===== src/rtl/dcl_params.svh =====
// Purpose: Constants for the single-wire debug command layer.
// Assumes: pclk (40 MHz) is the serial-interface clock.
// Notes:   Offsets, field positions, timing counts and the illegal-answer byte.
`ifndef DCL_PARAMS_SVH
`define DCL_PARAMS_SVH
`define DCL_OFF_CSR        12'h000
`define DCL_OFF_STATE      12'h004
`define DCL_CSR_ILLEGAL    0
`define DCL_CSR_NO_RESPONSE_FLAG     2
`define DCL_CSR_CYCLE_SELECT_A      3
`define DCL_CSR_HANDSHAKE  4
`define DCL_CSR_UNSECURE   5
`define DCL_CSR_HALTED     6
`define DCL_CSR_ENABLE     7
`define DCL_BIT_CYC        5'd16
`define DCL_SAMPLE_CYC     5'd10
`define DCL_TX_LOW1        5'd4
`define DCL_TX_LOW0        5'd12
`define DCL_DLY_CYC        8'd16
`define DCL_DACK_CYC       8'd32
`define DCL_ACK_CYC        8'd16
`define DCL_LONG_ACK_CYC   8'd64
`define DCL_CYCLE_SELECT_A_TIMEOUT  10'd512
`define DCL_SYNC_MIN       8'd128
`define DCL_SYNC_PULSE     8'd128
`define DCL_ILLEGAL_BYTE   8'hee
`endif


===== src/rtl/dcl_pkg.sv =====
// Purpose: Types of the single-wire debug command layer.
// Assumes: Constants live in dcl_params.svh.
// Notes:   Request bundles travel as packed structs.
package dcl_pkg;
  typedef enum logic [3:0] {S_IDLE, S_OPC, S_DEC, S_ADDR, S_WDATA, S_DLY, S_ACK, S_TX,
                            S_SYNC_REL, S_SYNC_GAP, S_SYNC_PULSE} dcl_state_t;
  typedef enum logic [1:0] {C_ALWAYS, C_NONINTR, C_ACTIVE, C_NONE} dcl_class_t;
  typedef enum logic [4:0] {K_NOP, K_ACKOFF, K_ACKON, K_BGND, K_RCSR, K_WCSR, K_ERASE, K_RMEM,
                            K_DUMP, K_RSAME, K_WMEM, K_FILL, K_RREG, K_WREG, K_GO, K_STEP,
                            K_BAD} dcl_kind_t;
  // Memory bus request toward the core bus
  typedef struct packed {
    logic        valid;
    logic        write;
    logic [1:0]  size;
    logic [23:0] addr;
    logic [31:0] wdata;
  } dcl_mem_req_t;
  // Core register request
  typedef struct packed {
    logic        valid;
    logic        write;
    logic [3:0]  index;
    logic [31:0] wdata;
  } dcl_cpu_req_t;
endpackage


===== src/rtl/dcl_top.sv =====
// Purpose: Command layer of a single-wire debug controller with APB status access.
// Assumes: Line idles high; host opens each received bit with a falling edge.
// Notes:   Device answers with own falling edges; bit low 4 cycles for one, 12 for zero.
//
// Register access over APB and the register addresses are this design's own decisions.
`timescale 1ns/1ps
`include "dcl_params.svh"
module dcl_top (
  input  wire logic                  pclk,
  input  wire logic                  presetn,
  input  wire logic                  psel,
  input  wire logic                  penable,
  input  wire logic                  pwrite,
  input  wire logic [11:0]           paddr,
  input  wire logic [31:0]           pwdata,
  output logic      [31:0]           prdata,
  output logic                       pready,
  output logic                       pslverr,
  input  wire logic                  single_wire_in,
  output logic                       single_wire_out,
  output logic                       single_wire_oe,
  input  wire logic                  unsecure,
  input  wire logic                  cpu_halted,
  input  wire logic                  bus_free,
  output dcl_pkg::dcl_mem_req_t      mem_req,
  input  wire logic                  mem_ack,
  input  wire logic [31:0]           mem_rdata,
  output dcl_pkg::dcl_cpu_req_t      cpu_req,
  input  wire logic                  cpu_ack,
  input  wire logic [31:0]           cpu_rdata,
  output logic                       cpu_halt_req,
  output logic                       cpu_go,
  output logic                       cpu_step,
  output logic                       erase_req
);
  import dcl_pkg::*;

  logic        sw_s1, sw_s2, sw_s3;     // Pin synchroniser and edge stage
  logic        fall;                    // Falling edge on the line
  dcl_state_t  state;                   // Sequencer state
  logic [7:0]  cnt;                     // Shared phase counter
  logic [4:0]  bcnt;                    // Cycle within a bit time
  logic        in_bit;                  // Receiving a bit time
  logic [5:0]  bits_left;               // Bits left in a field
  logic [31:0] rx_sh;                   // Receive shift register
  logic [39:0] tx_sh;                   // Transmit shift register
  logic [7:0]  lowcnt;                  // Length of the present low level
  logic [7:0]  opc;                     // Latched opcode
  dcl_kind_t   kind;                    // Latched command kind
  logic        legal;                   // Latched legality
  logic [5:0]  wbits, rbits;            // Latched field widths
  logic        p_addr, p_dly, p_ack, p_ss; // Latched structure
  logic [23:0] cur_addr;                // Sequential access address
  logic        seq_valid;               // Start address has been set
  logic [31:0] rd_data;                 // Data to return
  logic        op_busy;                 // Access outstanding
  logic        long_ack;                // Aborted access pending
  logic [9:0]  to_cnt;                  // Free-cycle wait counter
  // Control/status register
  logic        debug_enable_bit, cycle_select_a, hs_on, illegal_command_flag, no_response_flag;
  logic [7:0]  control_status_low_byte;
  logic        ill_set, nr_set, hs_on_set, hs_off_set, wcsr_we;
  logic [15:0] wcsr_data;
  // Decoder outputs
  dcl_class_t  d_class;
  dcl_kind_t   d_kind;
  logic [5:0]  d_wbits, d_rbits, d_n;
  logic        d_addr, d_dly, d_ack, d_ss, d_legal;
  logic        apb_wr;
  logic [31:0] tx_word;

  // Two flip-flops before the line is read
  always_ff @(posedge pclk or negedge presetn) begin
    if (!presetn) begin
      sw_s1 <= 1'b1;
      sw_s2 <= 1'b1;
      sw_s3 <= 1'b1;
    end else begin
      sw_s1 <= single_wire_in;
      sw_s2 <= sw_s1;
      sw_s3 <= sw_s2;
    end
  end
  assign fall = sw_s3 & ~sw_s2;

  assign control_status_low_byte = {debug_enable_bit, cpu_halted, unsecure, hs_on,
                                    cycle_select_a, no_response_flag, 1'b0, illegal_command_flag};

  // Opcode decoder: class, kind and packet structure
  always_comb begin
    d_n     = (opc[3:2] == 2'b00) ? 6'd8 : (opc[3:2] == 2'b01) ? 6'd16 : 6'd32;
    d_class = C_NONE;
    d_kind  = K_BAD;
    d_addr  = 1'b0;
    d_wbits = 6'd0;
    d_rbits = 6'd0;
    d_dly   = 1'b1;
    d_ack   = 1'b1;
    d_ss    = 1'b0;
    if (opc == 8'h03) begin
      d_class = C_ALWAYS;
      d_kind  = K_ACKOFF;
      d_ack   = 1'b0;
    end else if (opc == 8'h02) begin
      d_class = C_ALWAYS;
      d_kind  = K_ACKON;
    end else if (opc == 8'h2d) begin
      d_class = C_ALWAYS;
      d_kind  = K_RCSR;
      d_dly   = 1'b0;
      d_rbits = 6'd16;
    end else if (opc == 8'h0d) begin
      d_class = C_ALWAYS;
      d_kind  = K_WCSR;
      d_dly   = 1'b0;
      d_wbits = 6'd16;
    end else if (opc == 8'h95) begin
      d_class = C_ALWAYS;
      d_kind  = K_ERASE;
      d_ack   = 1'b0;
    end else if (opc == 8'h00) begin
      d_class = C_NONINTR;
      d_kind  = K_NOP;
    end else if (opc == 8'h04) begin
      d_class = C_NONINTR;
      d_kind  = K_BGND;
    end else if (opc[7:4] == 4'h3 || opc[7:4] == 4'h1) begin
      d_class = C_NONINTR;
      d_ack   = ~opc[0];
      d_ss    = opc[0];
      if (opc[7:4] == 4'h3) begin
        d_kind  = opc[1] ? K_DUMP : K_RMEM;
        d_addr  = ~opc[1];
        d_rbits = d_n;
      end else begin
        d_kind  = opc[1] ? K_FILL : K_WMEM;
        d_addr  = ~opc[1];
        d_wbits = d_n;
      end
    end else if (opc[7:4] == 4'h5 && !opc[1]) begin
      d_class = C_NONINTR;
      d_kind  = K_RSAME;
      d_ack   = ~opc[0];
      d_ss    = opc[0];
      d_rbits = d_n;
    end else if (opc[7:4] == 4'h6 || opc[7:4] == 4'h4) begin
      d_class = C_ACTIVE;
      d_kind  = opc[5] ? K_RREG : K_WREG;
      d_rbits = opc[5] ? 6'd32 : 6'd0;
      d_wbits = opc[5] ? 6'd0 : 6'd32;
    end else if (opc == 8'h08 || opc == 8'h0c || opc == 8'h09) begin
      d_class = C_ACTIVE;
      d_kind  = (opc == 8'h09) ? K_STEP : K_GO;
    end
    // Class gate by security, enable and halt
    unique case (d_class)
      C_ALWAYS:  d_legal = 1'b1;
      C_NONINTR: d_legal = debug_enable_bit & unsecure;
      C_ACTIVE:  d_legal = debug_enable_bit & unsecure & cpu_halted;
      C_NONE:    d_legal = 1'b0;
    endcase
    if ((d_kind == K_DUMP || d_kind == K_FILL || d_kind == K_RSAME) && !seq_valid) begin
      d_legal = 1'b0;
    end
  end

  // Read data, left justified, 0xEE bytes when rejected
  always_comb begin
    if (!legal) begin
      tx_word = {4{`DCL_ILLEGAL_BYTE}};
    end else if (rbits == 6'd8) begin
      tx_word = {rd_data[7:0], 24'h000000};
    end else if (rbits == 6'd16) begin
      tx_word = {rd_data[15:0], 16'h0000};
    end else begin
      tx_word = rd_data;
    end
  end

  // Command sequencer: framing, delays, access and answer
  always_ff @(posedge pclk or negedge presetn) begin
    if (!presetn) begin
      state <= S_IDLE;
      cnt <= 8'h00;
      bcnt <= 5'h00;
      in_bit <= 1'b0;
      bits_left <= 6'h00;
      rx_sh <= 32'h00000000;
      tx_sh <= 40'h0000000000;
      lowcnt <= 8'h00;
      opc <= 8'h00;
      kind <= K_NOP;
      legal <= 1'b0;
      wbits <= 6'h00;
      rbits <= 6'h00;
      p_addr <= 1'b0;
      p_dly <= 1'b0;
      p_ack <= 1'b0;
      p_ss <= 1'b0;
      cur_addr <= 24'h000000;
      seq_valid <= 1'b0;
      rd_data <= 32'h00000000;
      op_busy <= 1'b0;
      long_ack <= 1'b0;
      to_cnt <= 10'h000;
      mem_req <= '0;
      cpu_req <= '0;
      cpu_halt_req <= 1'b0;
      cpu_go <= 1'b0;
      cpu_step <= 1'b0;
      erase_req <= 1'b0;
      single_wire_oe <= 1'b0;
      ill_set <= 1'b0;
      nr_set <= 1'b0;
      hs_on_set <= 1'b0;
      hs_off_set <= 1'b0;
      wcsr_we <= 1'b0;
      wcsr_data <= 16'h0000;
    end else begin
      // One-cycle pulses fall back each cycle
      cpu_halt_req <= 1'b0;
      cpu_go <= 1'b0;
      cpu_step <= 1'b0;
      erase_req <= 1'b0;
      ill_set <= 1'b0;
      nr_set <= 1'b0;
      hs_on_set <= 1'b0;
      hs_off_set <= 1'b0;
      wcsr_we <= 1'b0;
      // Measure host low time for speed sync; own pulses restart it
      lowcnt <= (sw_s2 || single_wire_oe) ? 8'h00 : ((lowcnt == 8'hff) ? lowcnt : lowcnt + 8'd1);
      // Bit receiver, 16 cycles per bit time; keeps counting through decode
      if (state == S_OPC || state == S_ADDR || state == S_WDATA || state == S_IDLE || state == S_DEC) begin
        if (fall && !in_bit) begin
          in_bit <= 1'b1;
          bcnt <= 5'd1;
          if (state == S_IDLE) begin
            state <= S_OPC;
            bits_left <= 6'd8;
          end
        end else if (in_bit) begin
          bcnt <= bcnt + 5'd1;
          if (bcnt == `DCL_SAMPLE_CYC) begin
            rx_sh <= {rx_sh[30:0], sw_s2};
          end
          if (bcnt == `DCL_BIT_CYC - 5'd1) begin
            in_bit <= 1'b0;
            bits_left <= bits_left - 6'd1;
          end
        end
      end
      if (lowcnt == `DCL_SYNC_MIN && state != S_SYNC_PULSE && !single_wire_oe) begin
        state <= S_SYNC_REL;
        in_bit <= 1'b0;
        op_busy <= 1'b0;
        mem_req.valid <= 1'b0;
        cpu_req.valid <= 1'b0;
      end else begin
        unique case (state)
          S_IDLE: begin
          end
          S_OPC: begin
            if (bits_left == 6'd0 && !in_bit) begin
              opc <= rx_sh[7:0];
              state <= S_DEC;
            end
          end
          S_DEC: begin
            kind <= d_kind;
            legal <= d_legal;
            wbits <= d_wbits;
            rbits <= d_rbits;
            p_addr <= d_addr;
            p_dly <= d_dly;
            p_ack <= d_ack;
            p_ss <= d_ss;
            ill_set <= ~d_legal;
            hs_on_set <= d_legal & (d_kind == K_ACKON);
            hs_off_set <= d_legal & (d_kind == K_ACKOFF);
            if (d_legal && (d_kind == K_DUMP || d_kind == K_FILL)) begin
              cur_addr <= cur_addr + {21'h000000, d_n[5:3]};
            end
            rd_data <= {16'h0000, control_status_low_byte, control_status_low_byte};
            cnt <= 8'h00;
            if (d_addr) begin
              state <= S_ADDR;
              bits_left <= 6'd24;
            end else if (d_wbits != 6'd0) begin
              state <= S_WDATA;
              bits_left <= d_wbits;
            end else if (d_dly) begin
              state <= S_DLY;
              op_busy <= d_legal;
            end else begin
              state <= S_TX;
              cnt <= 8'hff;
              bits_left <= d_rbits;
            end
          end
          S_ADDR: begin
            if (bits_left == 6'd0 && !in_bit) begin
              if (legal) begin
                cur_addr <= rx_sh[23:0];
                seq_valid <= 1'b1;
              end
              if (wbits != 6'd0) begin
                state <= S_WDATA;
                bits_left <= wbits;
              end else begin
                state <= S_DLY;
                op_busy <= legal;
              end
            end
          end
          S_WDATA: begin
            if (bits_left == 6'd0 && !in_bit) begin
              if (kind == K_WCSR) begin
                wcsr_we <= 1'b1;
                wcsr_data <= rx_sh[15:0];
                state <= S_IDLE;
              end else begin
                state <= S_DLY;
                op_busy <= legal;
              end
            end
          end
          S_DLY: begin
            cnt <= (cnt == 8'hff) ? cnt : cnt + 8'd1;
            if (op_busy) begin
              unique case (kind)
                K_RMEM, K_DUMP, K_RSAME, K_WMEM, K_FILL: begin
                  if (mem_req.valid) begin
                    if (mem_ack) begin
                      mem_req.valid <= 1'b0;
                      op_busy <= 1'b0;
                      rd_data <= mem_rdata;
                    end
                  end else if (hs_on && !cycle_select_a && !bus_free) begin
                    to_cnt <= to_cnt + 10'd1;
                    if (to_cnt == `DCL_CYCLE_SELECT_A_TIMEOUT - 10'd1) begin
                      op_busy <= 1'b0;
                      nr_set <= 1'b1;
                      long_ack <= 1'b1;
                    end
                  end else begin
                    mem_req.valid <= 1'b1;
                    mem_req.write <= (kind == K_WMEM || kind == K_FILL);
                    mem_req.size <= (opc[3:2] == 2'b11) ? 2'b10 : opc[3:2];
                    mem_req.addr <= cur_addr;
                    mem_req.wdata <= rx_sh;
                  end
                end
                K_RREG, K_WREG: begin
                  if (!cpu_req.valid) begin
                    cpu_req.valid <= 1'b1;
                    cpu_req.write <= (kind == K_WREG);
                    cpu_req.index <= opc[3:0];
                    cpu_req.wdata <= rx_sh;
                  end else if (cpu_ack) begin
                    cpu_req.valid <= 1'b0;
                    op_busy <= 1'b0;
                    rd_data <= cpu_rdata;
                  end
                end
                default: begin
                  cpu_halt_req <= (kind == K_BGND);
                  cpu_go <= (kind == K_GO);
                  cpu_step <= (kind == K_STEP);
                  erase_req <= (kind == K_ERASE);
                  op_busy <= 1'b0;
                end
              endcase
            end else if (cnt >= ((p_ack && hs_on) ? `DCL_DACK_CYC : `DCL_DLY_CYC) - 8'd1) begin
              to_cnt <= 10'h000;
              cnt <= 8'h00;
              if (p_ack && (hs_on || long_ack)) begin
                state <= S_ACK;
                single_wire_oe <= 1'b1;
              end else if (rbits != 6'd0 || p_ss) begin
                state <= S_TX;
                cnt <= 8'hff;
                bits_left <= rbits + (p_ss ? 6'd8 : 6'd0);
              end else begin
                state <= S_IDLE;
              end
            end
          end
          S_ACK: begin
            cnt <= cnt + 8'd1;
            if (cnt == (long_ack ? `DCL_LONG_ACK_CYC : `DCL_ACK_CYC) - 8'd1) begin
              single_wire_oe <= 1'b0;
              long_ack <= 1'b0;
              cnt <= 8'hff;
              bits_left <= rbits;
              state <= (rbits != 6'd0) ? S_TX : S_IDLE;
            end
          end
          S_TX: begin
            if (cnt == 8'hff) begin
              tx_sh <= p_ss ? {control_status_low_byte, tx_word} : {tx_word, 8'h00};
              cnt <= 8'h00;
            end else if (bits_left == 6'd0) begin
              state <= S_IDLE;
              single_wire_oe <= 1'b0;
            end else begin
              cnt <= (cnt == {3'b000, `DCL_BIT_CYC} - 8'd1) ? 8'h00 : cnt + 8'd1;
              single_wire_oe <= cnt[4:0] < (tx_sh[39] ? `DCL_TX_LOW1 : `DCL_TX_LOW0);
              if (cnt == {3'b000, `DCL_BIT_CYC} - 8'd1) begin
                tx_sh <= {tx_sh[38:0], 1'b0};
                bits_left <= bits_left - 6'd1;
              end
            end
          end
          S_SYNC_REL: begin
            cnt <= 8'h00;
            if (sw_s2) begin
              state <= S_SYNC_GAP;
            end
          end
          S_SYNC_GAP: begin
            cnt <= cnt + 8'd1;
            if (cnt == `DCL_DLY_CYC - 8'd1) begin
              cnt <= 8'h00;
              single_wire_oe <= 1'b1;
              state <= S_SYNC_PULSE;
            end
          end
          S_SYNC_PULSE: begin
            cnt <= cnt + 8'd1;
            if (cnt == `DCL_SYNC_PULSE - 8'd1) begin
              single_wire_oe <= 1'b0;
              state <= S_IDLE;
            end
          end
        endcase
      end
    end
  end

  assign apb_wr = psel & penable & pwrite & pready;

  // Control/status register; a hardware set beats a clear
  always_ff @(posedge pclk or negedge presetn) begin
    if (!presetn) begin
      debug_enable_bit <= 1'b0;
      cycle_select_a <= 1'b0;
      hs_on <= 1'b0;
      illegal_command_flag <= 1'b0;
      no_response_flag <= 1'b0;
    end else begin
      if (hs_on_set) begin
        hs_on <= 1'b1;
      end else if (hs_off_set) begin
        hs_on <= 1'b0;
      end
      if (wcsr_we) begin
        debug_enable_bit <= wcsr_data[`DCL_CSR_ENABLE];
        cycle_select_a <= wcsr_data[`DCL_CSR_CYCLE_SELECT_A];
      end else if (apb_wr && paddr == `DCL_OFF_CSR) begin
        debug_enable_bit <= pwdata[`DCL_CSR_ENABLE];
        cycle_select_a <= pwdata[`DCL_CSR_CYCLE_SELECT_A];
      end
      illegal_command_flag <= ill_set | (illegal_command_flag &
        ~((wcsr_we & wcsr_data[`DCL_CSR_ILLEGAL]) | (apb_wr && paddr == `DCL_OFF_CSR && pwdata[`DCL_CSR_ILLEGAL])));
      no_response_flag <= nr_set | (no_response_flag &
        ~((wcsr_we & wcsr_data[`DCL_CSR_NO_RESPONSE_FLAG]) | (apb_wr && paddr == `DCL_OFF_CSR && pwdata[`DCL_CSR_NO_RESPONSE_FLAG])));
    end
  end

  // APB slave: answer in the first access cycle
  always_ff @(posedge pclk or negedge presetn) begin
    if (!presetn) begin
      pready <= 1'b0;
      pslverr <= 1'b0;
      prdata <= 32'h00000000;
    end else begin
      pready <= psel & ~penable;
      pslverr <= psel & ~penable & (paddr != `DCL_OFF_CSR) & (paddr != `DCL_OFF_STATE);
      if (psel && !penable) begin
        if (paddr == `DCL_OFF_CSR) begin
          prdata <= {24'h000000, control_status_low_byte};
        end else if (paddr == `DCL_OFF_STATE) begin
          prdata <= {16'h0000, opc, 2'b00, seq_valid, op_busy, state};
        end else begin
          prdata <= 32'h00000000;
        end
      end
    end
  end

  // Line is only ever pulled low
  always_ff @(posedge pclk or negedge presetn) begin
    if (!presetn) begin
      single_wire_out <= 1'b0;
    end else begin
      single_wire_out <= 1'b0;
    end
  end
endmodule


===== config.mk =====
export PLATFORM = sky130hd
export DESIGN_NAME = dcl_top
export DESIGN_NICKNAME = d
export VERILOG_FILES = /design/src/rtl/dcl_pkg.sv /design/src/rtl/dcl_top.sv
export VERILOG_INCLUDE_DIRS = /design/src /design/src/rtl
export SDC_FILE = /design/constraint.sdc
export NUM_CORES = 1
export LEC_CHECK = 0
export BUFFER_PORTS_ARGS = -buffer_cell sky130_fd_sc_hd__buf_2
export CORE_MARGIN = 4
export CORE_UTILIZATION = 60
export CTS_BUF_LIST = sky130_fd_sc_hd__clkbuf_4
export CTS_CLUSTER_DIAMETER = 100
export DETAILED_ROUTE_END_ITERATION = 8
export PLACE_DENSITY = 0.85
export SYNTH_ARGS = -nofsm -noshare
export SYNTH_HDL_FRONTEND = slang
export SYNTH_SLANG_ARGS = --single-unit

===== constraint.sdc =====
create_clock -name pclk -period 9.02 [get_ports pclk]
set_input_delay 1.804 -clock pclk [delete_from_list [all_inputs] [get_ports pclk]]
set_output_delay 1.804 -clock pclk [all_outputs]
set_load 0.01 [all_outputs]

### Word-level counts from Yosys, hierarchy flattened

Cells that the tools add are included.

* add/subtract/negate cells: 9
* order comparisons: 2
* eq/ne operators: 93
* mux-type cells: 264
* bitwise logic cells: 31
* reduce and logical (&&, ||, !) cells: 83

Operators by type and width (count)
* $mux W32: 9
* $mux W6: 46
* $mux W60: 4
* $mux W40: 4
* $pmux W32 S2: 2
* $mux W38: 3
* $mux W1: 112
* $mux W8: 14
* $mux W4: 19
* $mux W24: 3
* $eq A5 B4 Y1 const B: 13
* $mux W5: 13
* $mux W59: 1
* $pmux W8 S7: 1
* $mux W10: 5
* $pmux W24 S2: 1
* $eq A8 B4 Y1 const B: 5
* $pmux W4 S10: 1
* $mux W37: 1
* $eq A8 B8 Y1 const B: 4
* $pmux W6 S5: 1
* $eq A4 B3 Y1 const B: 7
* $ne A2 B2 Y1 const B: 14
* $reduce_bool A2 Y1: 13
* other kinds (65): 186

* register bits: 359
* input port bits: 119
* output and inout port bits: 138

### Logic depth before layout (Yosys ltp)

Gate-level depths: netlist (run 1).

* word-level depth: 24
* mapped depth: 14
* depth with buffers taken out: 11

### Worst setup path after synthesis (run 1)

Ideal clock, no wire load.

* kind: input-to-reg
* start point: input bus_free
* end point: register to_cnt[0]
* arrival time: 3144 ps
* data required time: 8892 ps
* path slack: 5748 ps
* stages on the path: 7
* path buffers: 2
* cell sequence: nor4b_1 a31oi_1 or3_1 clkbuf_1 buf_2 nand2_1 o21ai_0

* cells in the longest elaborated chain, start to end: 4

RTL lines
* start, declared: line dcl_top.sv:24 `input wire logic bus_free,`
* $logic_not A1 Y1: line dcl_top.sv:338 `end else if (hs_on && !cycle_select_a && !bus_free) begin`
* $logic_and A1 B1 Y1: line dcl_top.sv:338
* $ne A2 B1 Y1 (no source line)
* $reduce_and A6 Y1 (no source line)
* end signal, assigned: line dcl_top.sv:339 `to_cnt <= to_cnt + 10'd1;`
* end, declared: line dcl_top.sv:58 `logic [9:0] to_cnt;`

No other way between the ends.
A chain may end at the register's enable or synchronous reset.

### Worst setup path in the final report (run 1)

* start point: register opc[4]
* end point: register cur_addr[2]

* cells in the longest elaborated chain, start to end: 22
* elaborated cells on any way between the ends: 59

RTL lines
* start, declared: line dcl_top.sv:48 `logic [7:0] opc;`
* start signal, assigned: line dcl_top.sv:264 `opc <= rx_sh[7:0];`
* $eq A8 B4 Y1: line dcl_top.sv:151 `end else if (opc == 8'h08 || opc == 8'h0c || opc == 8'h09) begin`
* $logic_or A1 B1 Y1 (2 in a row): line dcl_top.sv:151
* $mux W5: line dcl_top.sv:151
* $mux W5: line dcl_top.sv:146 `end else if (opc[7:4] == 4'h6 || opc[7:4] == 4'h4) begin`
* $mux W5: line dcl_top.sv:140 `end else if (opc[7:4] == 4'h5 && !opc[1]) begin`
* $mux W5: line dcl_top.sv:127 `end else if (opc[7:4] == 4'h3 || opc[7:4] == 4'h1) begin`
* $mux W5: line dcl_top.sv:124 `end else if (opc == 8'h04) begin`
* $mux W5: line dcl_top.sv:121 `end else if (opc == 8'h00) begin`
* (+5 left out)
* $eq A5 B4 Y1: line dcl_top.sv:162, dcl_top.sv:280
* $logic_or A1 B1 Y1: line dcl_top.sv:162, dcl_top.sv:280
* $logic_or A1 B1 Y1: line dcl_top.sv:162 `if ((d_kind == K_DUMP || d_kind == K_FILL || d_kind == K_RSAME) && !seq_valid) begin`
* $logic_and A1 B1 Y1: line dcl_top.sv:162
* $mux W1: line dcl_top.sv:162
* $logic_and A1 B1 Y1 (*): line dcl_top.sv:280 `if (d_legal && (d_kind == K_DUMP || d_kind == K_FILL)) begin`
* $ne A2 B1 Y1 (no source line) (*)
* $reduce_and A5 Y1 (no source line) (*)
* end signal, assigned: line dcl_top.sv:281 `cur_addr <= cur_addr + {21'h000000, d_n[5:3]};`
* end signal, assigned: line dcl_top.sv:303 `cur_addr <= rx_sh[23:0];`
* end, declared: line dcl_top.sv:53 `logic [23:0] cur_addr;`

Every way passes the cells marked *; elsewhere a longest branch is shown, timed or not.

==> flow_summary_export.csv, run 1 <==
group,metric,value,unit
outcome,status,"completed",
route,wl_met3,4440,um
floorplanning,rows,62,
synthesis,postSynthAreaPerCell,9.94,um2
placed_design,place_congestion,0.993,
sta,setup_viol,0,
placed_design,place.port_buffers,211,
min_path,holdPathStages,0,
synthesis,synth_edf_count,0,
route,drt-pass1-iter-count,7,
grt,grt_start_max_net_pins,147,
clock_tree,cts_buffers,85,
placed_design,place_area,0.0186,mm2
clock_tree,cts_buffer_depth,3,
clock_tree,clock_sinks,333,
route,wl_met2,23100,um
grt,gr-total-overflow,0,
route,vias_per_cell,6.26,
critical_path,critPathBufInv,2,
finish,final_common_cell,"dfrtp_1",
finish,final_core_util,68.6,%
sta,rsz0062_at_grt,"no",
sta,post-route-period-util,45.4,%
critical_path,worstPathRequired,9.61,ns
clock_tree,cts_hold_buffers,0,
route,met1_length,19400,um
grt,grt_pass1_wl,76900,um
clock_tree,clkTransAtPathRegs,0.06,ns
sta,setup_tns,0,ns
clock_tree,h-tree-depth,3,
synthesis,yosys_warnings,0,
floorplanning,io_pins,257,
critical_path,crit_type,"reg -> reg",
power,vdd_drop_max,0.000148,V
run,max-cap-violations,0,
critical_path,crit_arrival,4.69,ns
synthesis,synthCells,1749,
synthesis,synth_cell_types,89,
clock_tree,worstSkewPairLatency,0.76,ns
critical_path,critPathLaunchType,"flip-flop",
min_path,hp-start,"sw_s1$_DFF_PN1_",
power,p_leak,9.68,nW
sta,final.min_clock_period,4.10,ns
critical_path,crit_fanout,25,
floorplanning,fp.dieH,178,um
critical_path,timing.rr.start,"opc[4]$_DFFE_PN0P_",
sta,max_slew.worst_pin.slew,1.20,ns
synthesis,synth-main-ff-cell,"dfrtp_1",
clock_tree,cts_tree,"built",
synthesis,ys_ff_latch,333,
power,power_density,224,mW/mm2
finish,num-nets-final,2084,
finish,fillers,2132,
clock_tree,cts_root_buf,"clkbuf_4",
route,top_layer,"met4",
placed_design,dp.cells,2242,
min_path,hold_class,"reg -> reg",
route,detail-route-antenna-nets,0,
route,wl_per_cell,20.4,um
synthesis,async_reset_ff_share,100,%
grt,grt_pass1_vias,14600,
floorplanning,fp.coreArea,0.0286,mm2
route,drc,0,
route,drt_wl_total,48800,um
critical_path,ff2ff_path_depth,11,
clock_tree,cts.repair.resized,0,
critical_path,r2r_slack,4.92,ns
finish,design_area,0.0196,mm2
critical_path,cpPeakStageDelay,0.77,ns
route,num_vias,15000,
critical_path,cp_top_family,"simple AND/OR/NAND/NOR gates",
critical_path,crit_chain,"or3b_2 -> nor2_1 -> ha_1 -> inv_1 -> a32o_1 -> a211oi_1 -> nor3_1 -> o31ai_4 -> buf_4 -> and2_1 -> mux2_4",
route,drtIter0Drc,1520,
finish,final_cells,2391,
synthesis,synthesis.area,0.0174,mm2
grt,antenna_found_initial,1,
sta,skew,0.0700,ns
critical_path,critPathSlowestCell,"and2_1",
finish,area_growth,12.9,%
critical_path,end_kind,"flip-flop",
finish,drive_gt1_share,27.2,%
sta,timing.slew.headroom,18.7,%
grt,grt_use_total,30.2,%
synthesis,ys_seq_area_share,48.0,%
sta,max_freq,0.244,GHz
sta,final_max_slew_viol_count,0,
sta,hold_violations,0,
clock_tree,postCtsSetupRepairBufs,0,
placed_design,dp_hpwl,32500,um
finish,mostFrequentLayoutCells,"dfrtp_1 (330), nand2_1 (240), buf_2 (210)",
floorplanning,die_w,178,um
critical_path,path_depth,11,
floorplanning,initial_core_util,60.7,%
critical_path,critPathLaunch,"opc[4]$_DFFE_PN0P_",
floorplanning,fp.dieArea,0.0318,mm2
[path summary, 6_finish.rpt]
check / end
max in group asynchronous: opc[6]$_DFFE_PN0P_
min reg2reg: sw_s2$_DFF_PN1_
max: cur_addr[2]$_DFFE_PN0P_
min: sw_s2$_DFF_PN1_
min in group asynchronous: pslverr$_DFF_PN0_
max reg2reg: cur_addr[2]$_DFFE_PN0P_
[state kept, by name, summed over array words and instances, names as in the netlist, 4 cells and up]
register and flops:
mem_req 60, tx_sh 40, cpu_req 38, rd_data 32, rx_sh 32, cur_addr 24
prdata 16, to_cnt 10, cnt 8, lowcnt 8, opc 8, bits_left 6
bcnt 5, kind 5, state 4, wcsr_data 4
[final cells by class]
cell class / count / area [um2] / share of cell area [%]
multi-input cells: 1265 / 8430 / 42.9
flip-flops and latches: 333 / 8340 / 42.5
repair buffers: 228 / 1210 / 6.15
clock buffers: 117 / 878 / 4.48
well taps: 384 / 480 / 2.45
clock inverters: 31 / 173 / 0.880
inverters: 32 / 120 / 0.612
diodes: 1 / 2.50 / 0.0128
[cells in the mapped netlist, types with 16 or more instances]
master	number	area [um2]
o21ai_0	116	581
dfrtp_1	330	8260
inv_1	32	120
mux2i_1	52	521
and3_1	24	150
a21o_1	26	195
ha_1	19	238
a311oi_1	16	140
a211oi_1	21	158
a21oi_1	87	435
nand4_1	16	100
mux2_2	145	1630
buf_4	18	135
buf_2	21	105
nand2_1	241	905
nand2b_1	18	113
a31oi_1	25	156
nor2_1	86	323
nor3_1	36	180
nand3_1	52	260
o31ai_1	35	263
clkbuf_1	87	327
[through the flow]
step / power (mW) / hold WS [ns] / setup slack (ns)
floorplan: 2.74 / 0.345 / 5.75
global placement: 3.05 / 0.348 / 4.77
detailed placement: 3.09 / 0.349 / 4.82
CTS: 4.38 / 0.363 / 5.02
global route: 4.64 / 0.364 / 4.77
finish: 4.39 / 0.365 / 4.92
[metal layers]
layer	vias to the layer above	GRT usage [%]
met1	7298	40.3
met4	0	12.6
met5	-	0
li1	6769	-
met3	151	7.52
met2	757	47.6
[logic make-up after synthesis]
group / Yosys count / synth area share [%]
AO/OA/AOI/OAI: 457 / 17.8
multiplexers: 198 / 12.5
XOR/XNOR: 17 / 0.856
other: 1 / 0.0216
adder cells (fa/ha/maj): 20 / 1.48
buffers and inverters: 167 / 4.23
AND/OR/NAND/NOR: 556 / 15.2
flip-flops: 333 / 48.0
[power by group]
| part | leakage (nW) | internal (mW) | switching (mW) | total [mW] |
|---|---|---|---|---|
| Clock | 0.616 | 0.614 | 0.657 | 1.27 |
| Combinational | 4.55 | 0.458 | 0.727 | 1.19 |
| Sequential | 4.52 | 1.66 | 0.279 | 1.94 |
| Total | 9.68 | 2.73 | 1.66 | 4.39 |
Power figures use the tool's default switching activity.
==> run 2: changes to the inputs <==
--- a/config.mk
+++ b/config.mk
@@ -8,11 +8,11 @@
 export LEC_CHECK = 0
 export BUFFER_PORTS_ARGS = -buffer_cell sky130_fd_sc_hd__buf_2
 export CORE_MARGIN = 4
-export CORE_UTILIZATION = 60
+export CORE_UTILIZATION = 54
 export CTS_BUF_LIST = sky130_fd_sc_hd__clkbuf_4
 export CTS_CLUSTER_DIAMETER = 100
 export DETAILED_ROUTE_END_ITERATION = 8
-export PLACE_DENSITY = 0.85
+export PLACE_DENSITY = 0.81
 export SYNTH_ARGS = -nofsm -noshare
 export SYNTH_HDL_FRONTEND = slang
 export SYNTH_SLANG_ARGS = --single-unit
==> constraint.sdc (replaced) <==
create_clock -name pclk -period 3.75 [get_ports pclk]
set_input_delay 0.75 -clock pclk [delete_from_list [all_inputs] [get_ports pclk]]
set_output_delay 0.75 -clock pclk [all_outputs]
set_load 0.01 [all_outputs]
==> flow_summary_export.csv, run 2 (synthesized netlist as in run 1, its figures left out) <==
group,metric,value,unit
outcome,status,"completed",
route,drt_wl_total,48300,um
power,vdd_drop_max,0.000299,V
critical_path,cpPeakStageDelay,0.59,ns
sta,final.min_clock_period,3.24,ns
critical_path,crit_type,"reg -> reg",
grt,grt_pass1_vias,14800,
clock_tree,cts_root_buf,"clkbuf_4",
grt,grt_use_total,26.7,%
finish,final_common_cell,"dfrtp_1",
route,drt-pass1-iter-count,6,
placed_design,place_congestion,0.964,
floorplanning,initial_core_util,55.0,%
finish,fillers,2535,
grt,grt_pass1_wl,77800,um
clock_tree,cts_tree,"built",
critical_path,crit_chain,"or3b_2 -> nor2_1 -> ha_1 -> inv_1 -> a32o_1 -> a211oi_1 -> nor3_1 -> o31ai_4 -> buf_4 -> nand2_2 -> a221o_1",
placed_design,place.port_buffers,211,
floorplanning,die_w,187,um
power,power_density,530,mW/mm2
floorplanning,rows,65,
clock_tree,h-tree-depth,3,
critical_path,critPathLaunchType,"flip-flop",
critical_path,worstPathRequired,4.37,ns
floorplanning,fp.coreArea,0.0316,mm2
grt,antenna_found_initial,1,
sta,max_freq,0.309,GHz
sta,timing.slew.headroom,38.5,%
sta,rsz0062_at_grt,"no",
grt,gr-total-overflow,0,
sta,max_slew.worst_pin.slew,0.922,ns
clock_tree,worstSkewPairLatency,0.74,ns
finish,mostFrequentLayoutCells,"dfrtp_1 (330), nand2_1 (240), buf_2 (210)",
placed_design,dp_hpwl,34000,um
critical_path,critPathBufInv,2,
power,p_leak,9.86,nW
route,drtIter0Drc,1369,
floorplanning,io_pins,257,
critical_path,crit_arrival,3.86,ns
min_path,holdPathEnd,"sw_s1$_DFF_PN1_",
clock_tree,postCtsSetupRepairBufs,0,
sta,post-route-period-util,86.4,%
finish,num-nets-final,2118,
sta,final_max_slew_viol_count,0,
finish,area_growth,14.6,%
clock_tree,cts_buffer_depth,3,
route,drc,0,
finish,final_core_util,63.0,%
route,wl_per_cell,19.8,um
min_path,hp-start,"single_wire_in",
clock_tree,clock_sinks,333,
sta,setup_tns,0,ns
min_path,hold_class,"in -> reg",
route,vias_per_cell,6.10,
clock_tree,cts_buffers,88,
clock_tree,clkTransAtPathRegs,0.06,ns
finish,top_regs,"mem_req (60), tx_sh (40), cpu_req (38)",
critical_path,end_kind,"flip-flop",
critical_path,reg2reg_to,"cur_addr[17]$_DFFE_PN0P_",
critical_path,critPathSlowestCell,"or3b_2",
floorplanning,fp.dieArea,0.0351,mm2
critical_path,ff2ff_path_depth,11,
sta,setup_viol,0,
critical_path,cp_top_family,"compound AO/OA/AOI/OAI gates",
finish,regMostFlops,"mem_req",
critical_path,timing.rr.start,"opc[7]$_DFFE_PN0P_",
critical_path,r2r_slack,0.51,ns
route,detail-route-antenna-nets,0,
run,max-cap-violations,0,
floorplanning,fp.dieH,187,um
finish,drive_gt1_share,28.5,%
critical_path,crit_fanout,11,
grt,grt_start_max_net_pins,131,
min_path,holdPathStages,1,
sta,skew,0.0602,ns
sta,hold_violations,0,
finish,largest_reg_flops,60,
route,num_vias,14900,
[run 2: timing repair]
action                                 CTS  global route
gates resized for setup                  0             0
hold buffers                             1             0
endpoints found under the hold margin   33             0
[run 2: worst register-to-register path, delay by kind of cell, from the launching register on]
family,cells,cell delay [ns]
AOI/OAI and AO/OA,4,1.20
adders and majority gates,1,0.16
buffers and inverters,2,0.28
DFF,1,0.37
and+or+nand+nor,4,1.12
[run 2: power breakdown]
group          leakage, nW  internal [mW]  total, mW  switching, mW
logic                 4.73           1.18       3.01           1.83
registers             4.52           3.99       4.56          0.571
clock network        0.615           1.50       2.98           1.48
total                 9.86           6.67       10.6           3.89
[run 2: final cells by class]
class | instances | area [um2] | area share (%)
tap | 402 | 503 | 2.53
clock buffer | 122 | 916 | 4.60
sequential | 333 | 8340 | 41.9
antenna | 2 | 5.00 | 0.0251
timing repair buffer | 259 | 1500 | 7.55
inverter | 32 | 120 | 0.603
multi-input combinational | 1265 | 8420 | 42.3
clock inverter | 24 | 113 | 0.565
[run 2: layer usage]
metal,share of wire (%),GRT usage [%],wire length (um)
met4,2.9,9.80,1400
met2,49,43.9,23700
met5,0,0,0
met1,41,35.1,19800
met3,6.9,6.08,3350
[run 2: how the worst max path moves through the flow]
stage	from	end	slack, ns	cells after the start
floorplan	opc[6]$_DFFE_PN0P_	cur_addr[2]$_DFFE_PN0P_	0.84	13
global placement	opc[7]$_DFFE_PN0P_	cur_addr[17]$_DFFE_PN0P_	0.60	11
detailed placement	opc[7]$_DFFE_PN0P_	cur_addr[17]$_DFFE_PN0P_	0.56	11
CTS	opc[7]$_DFFE_PN0P_	cur_addr[13]$_DFFE_PN0P_	0.57	11
global route	opc[7]$_DFFE_PN0P_	cur_addr[11]$_DFFE_PN0P_	0.41	11
finish	opc[7]$_DFFE_PN0P_	cur_addr[17]$_DFFE_PN0P_	0.51	11
[run 2: through the flow]
stage | area, um2 | power [mW] | hold WS [ns] | setup slack (ns) | instances
final | 19900 | 10.6 | 0.112 | 0.510 | 2439
after global routing | 19900 | 11.2 | 0.0685 | 0.412 | 2439
after CTS | 19900 | 10.6 | 0.0588 | 0.573 | 2437
after floorplan | 17400 | 6.60 | 0.345 | 0.842 | 1765
after global placement | 18900 | 7.45 | 0.347 | 0.603 | 2290
after detailed placement | 18900 | 7.56 | 0.351 | 0.560 | 2290
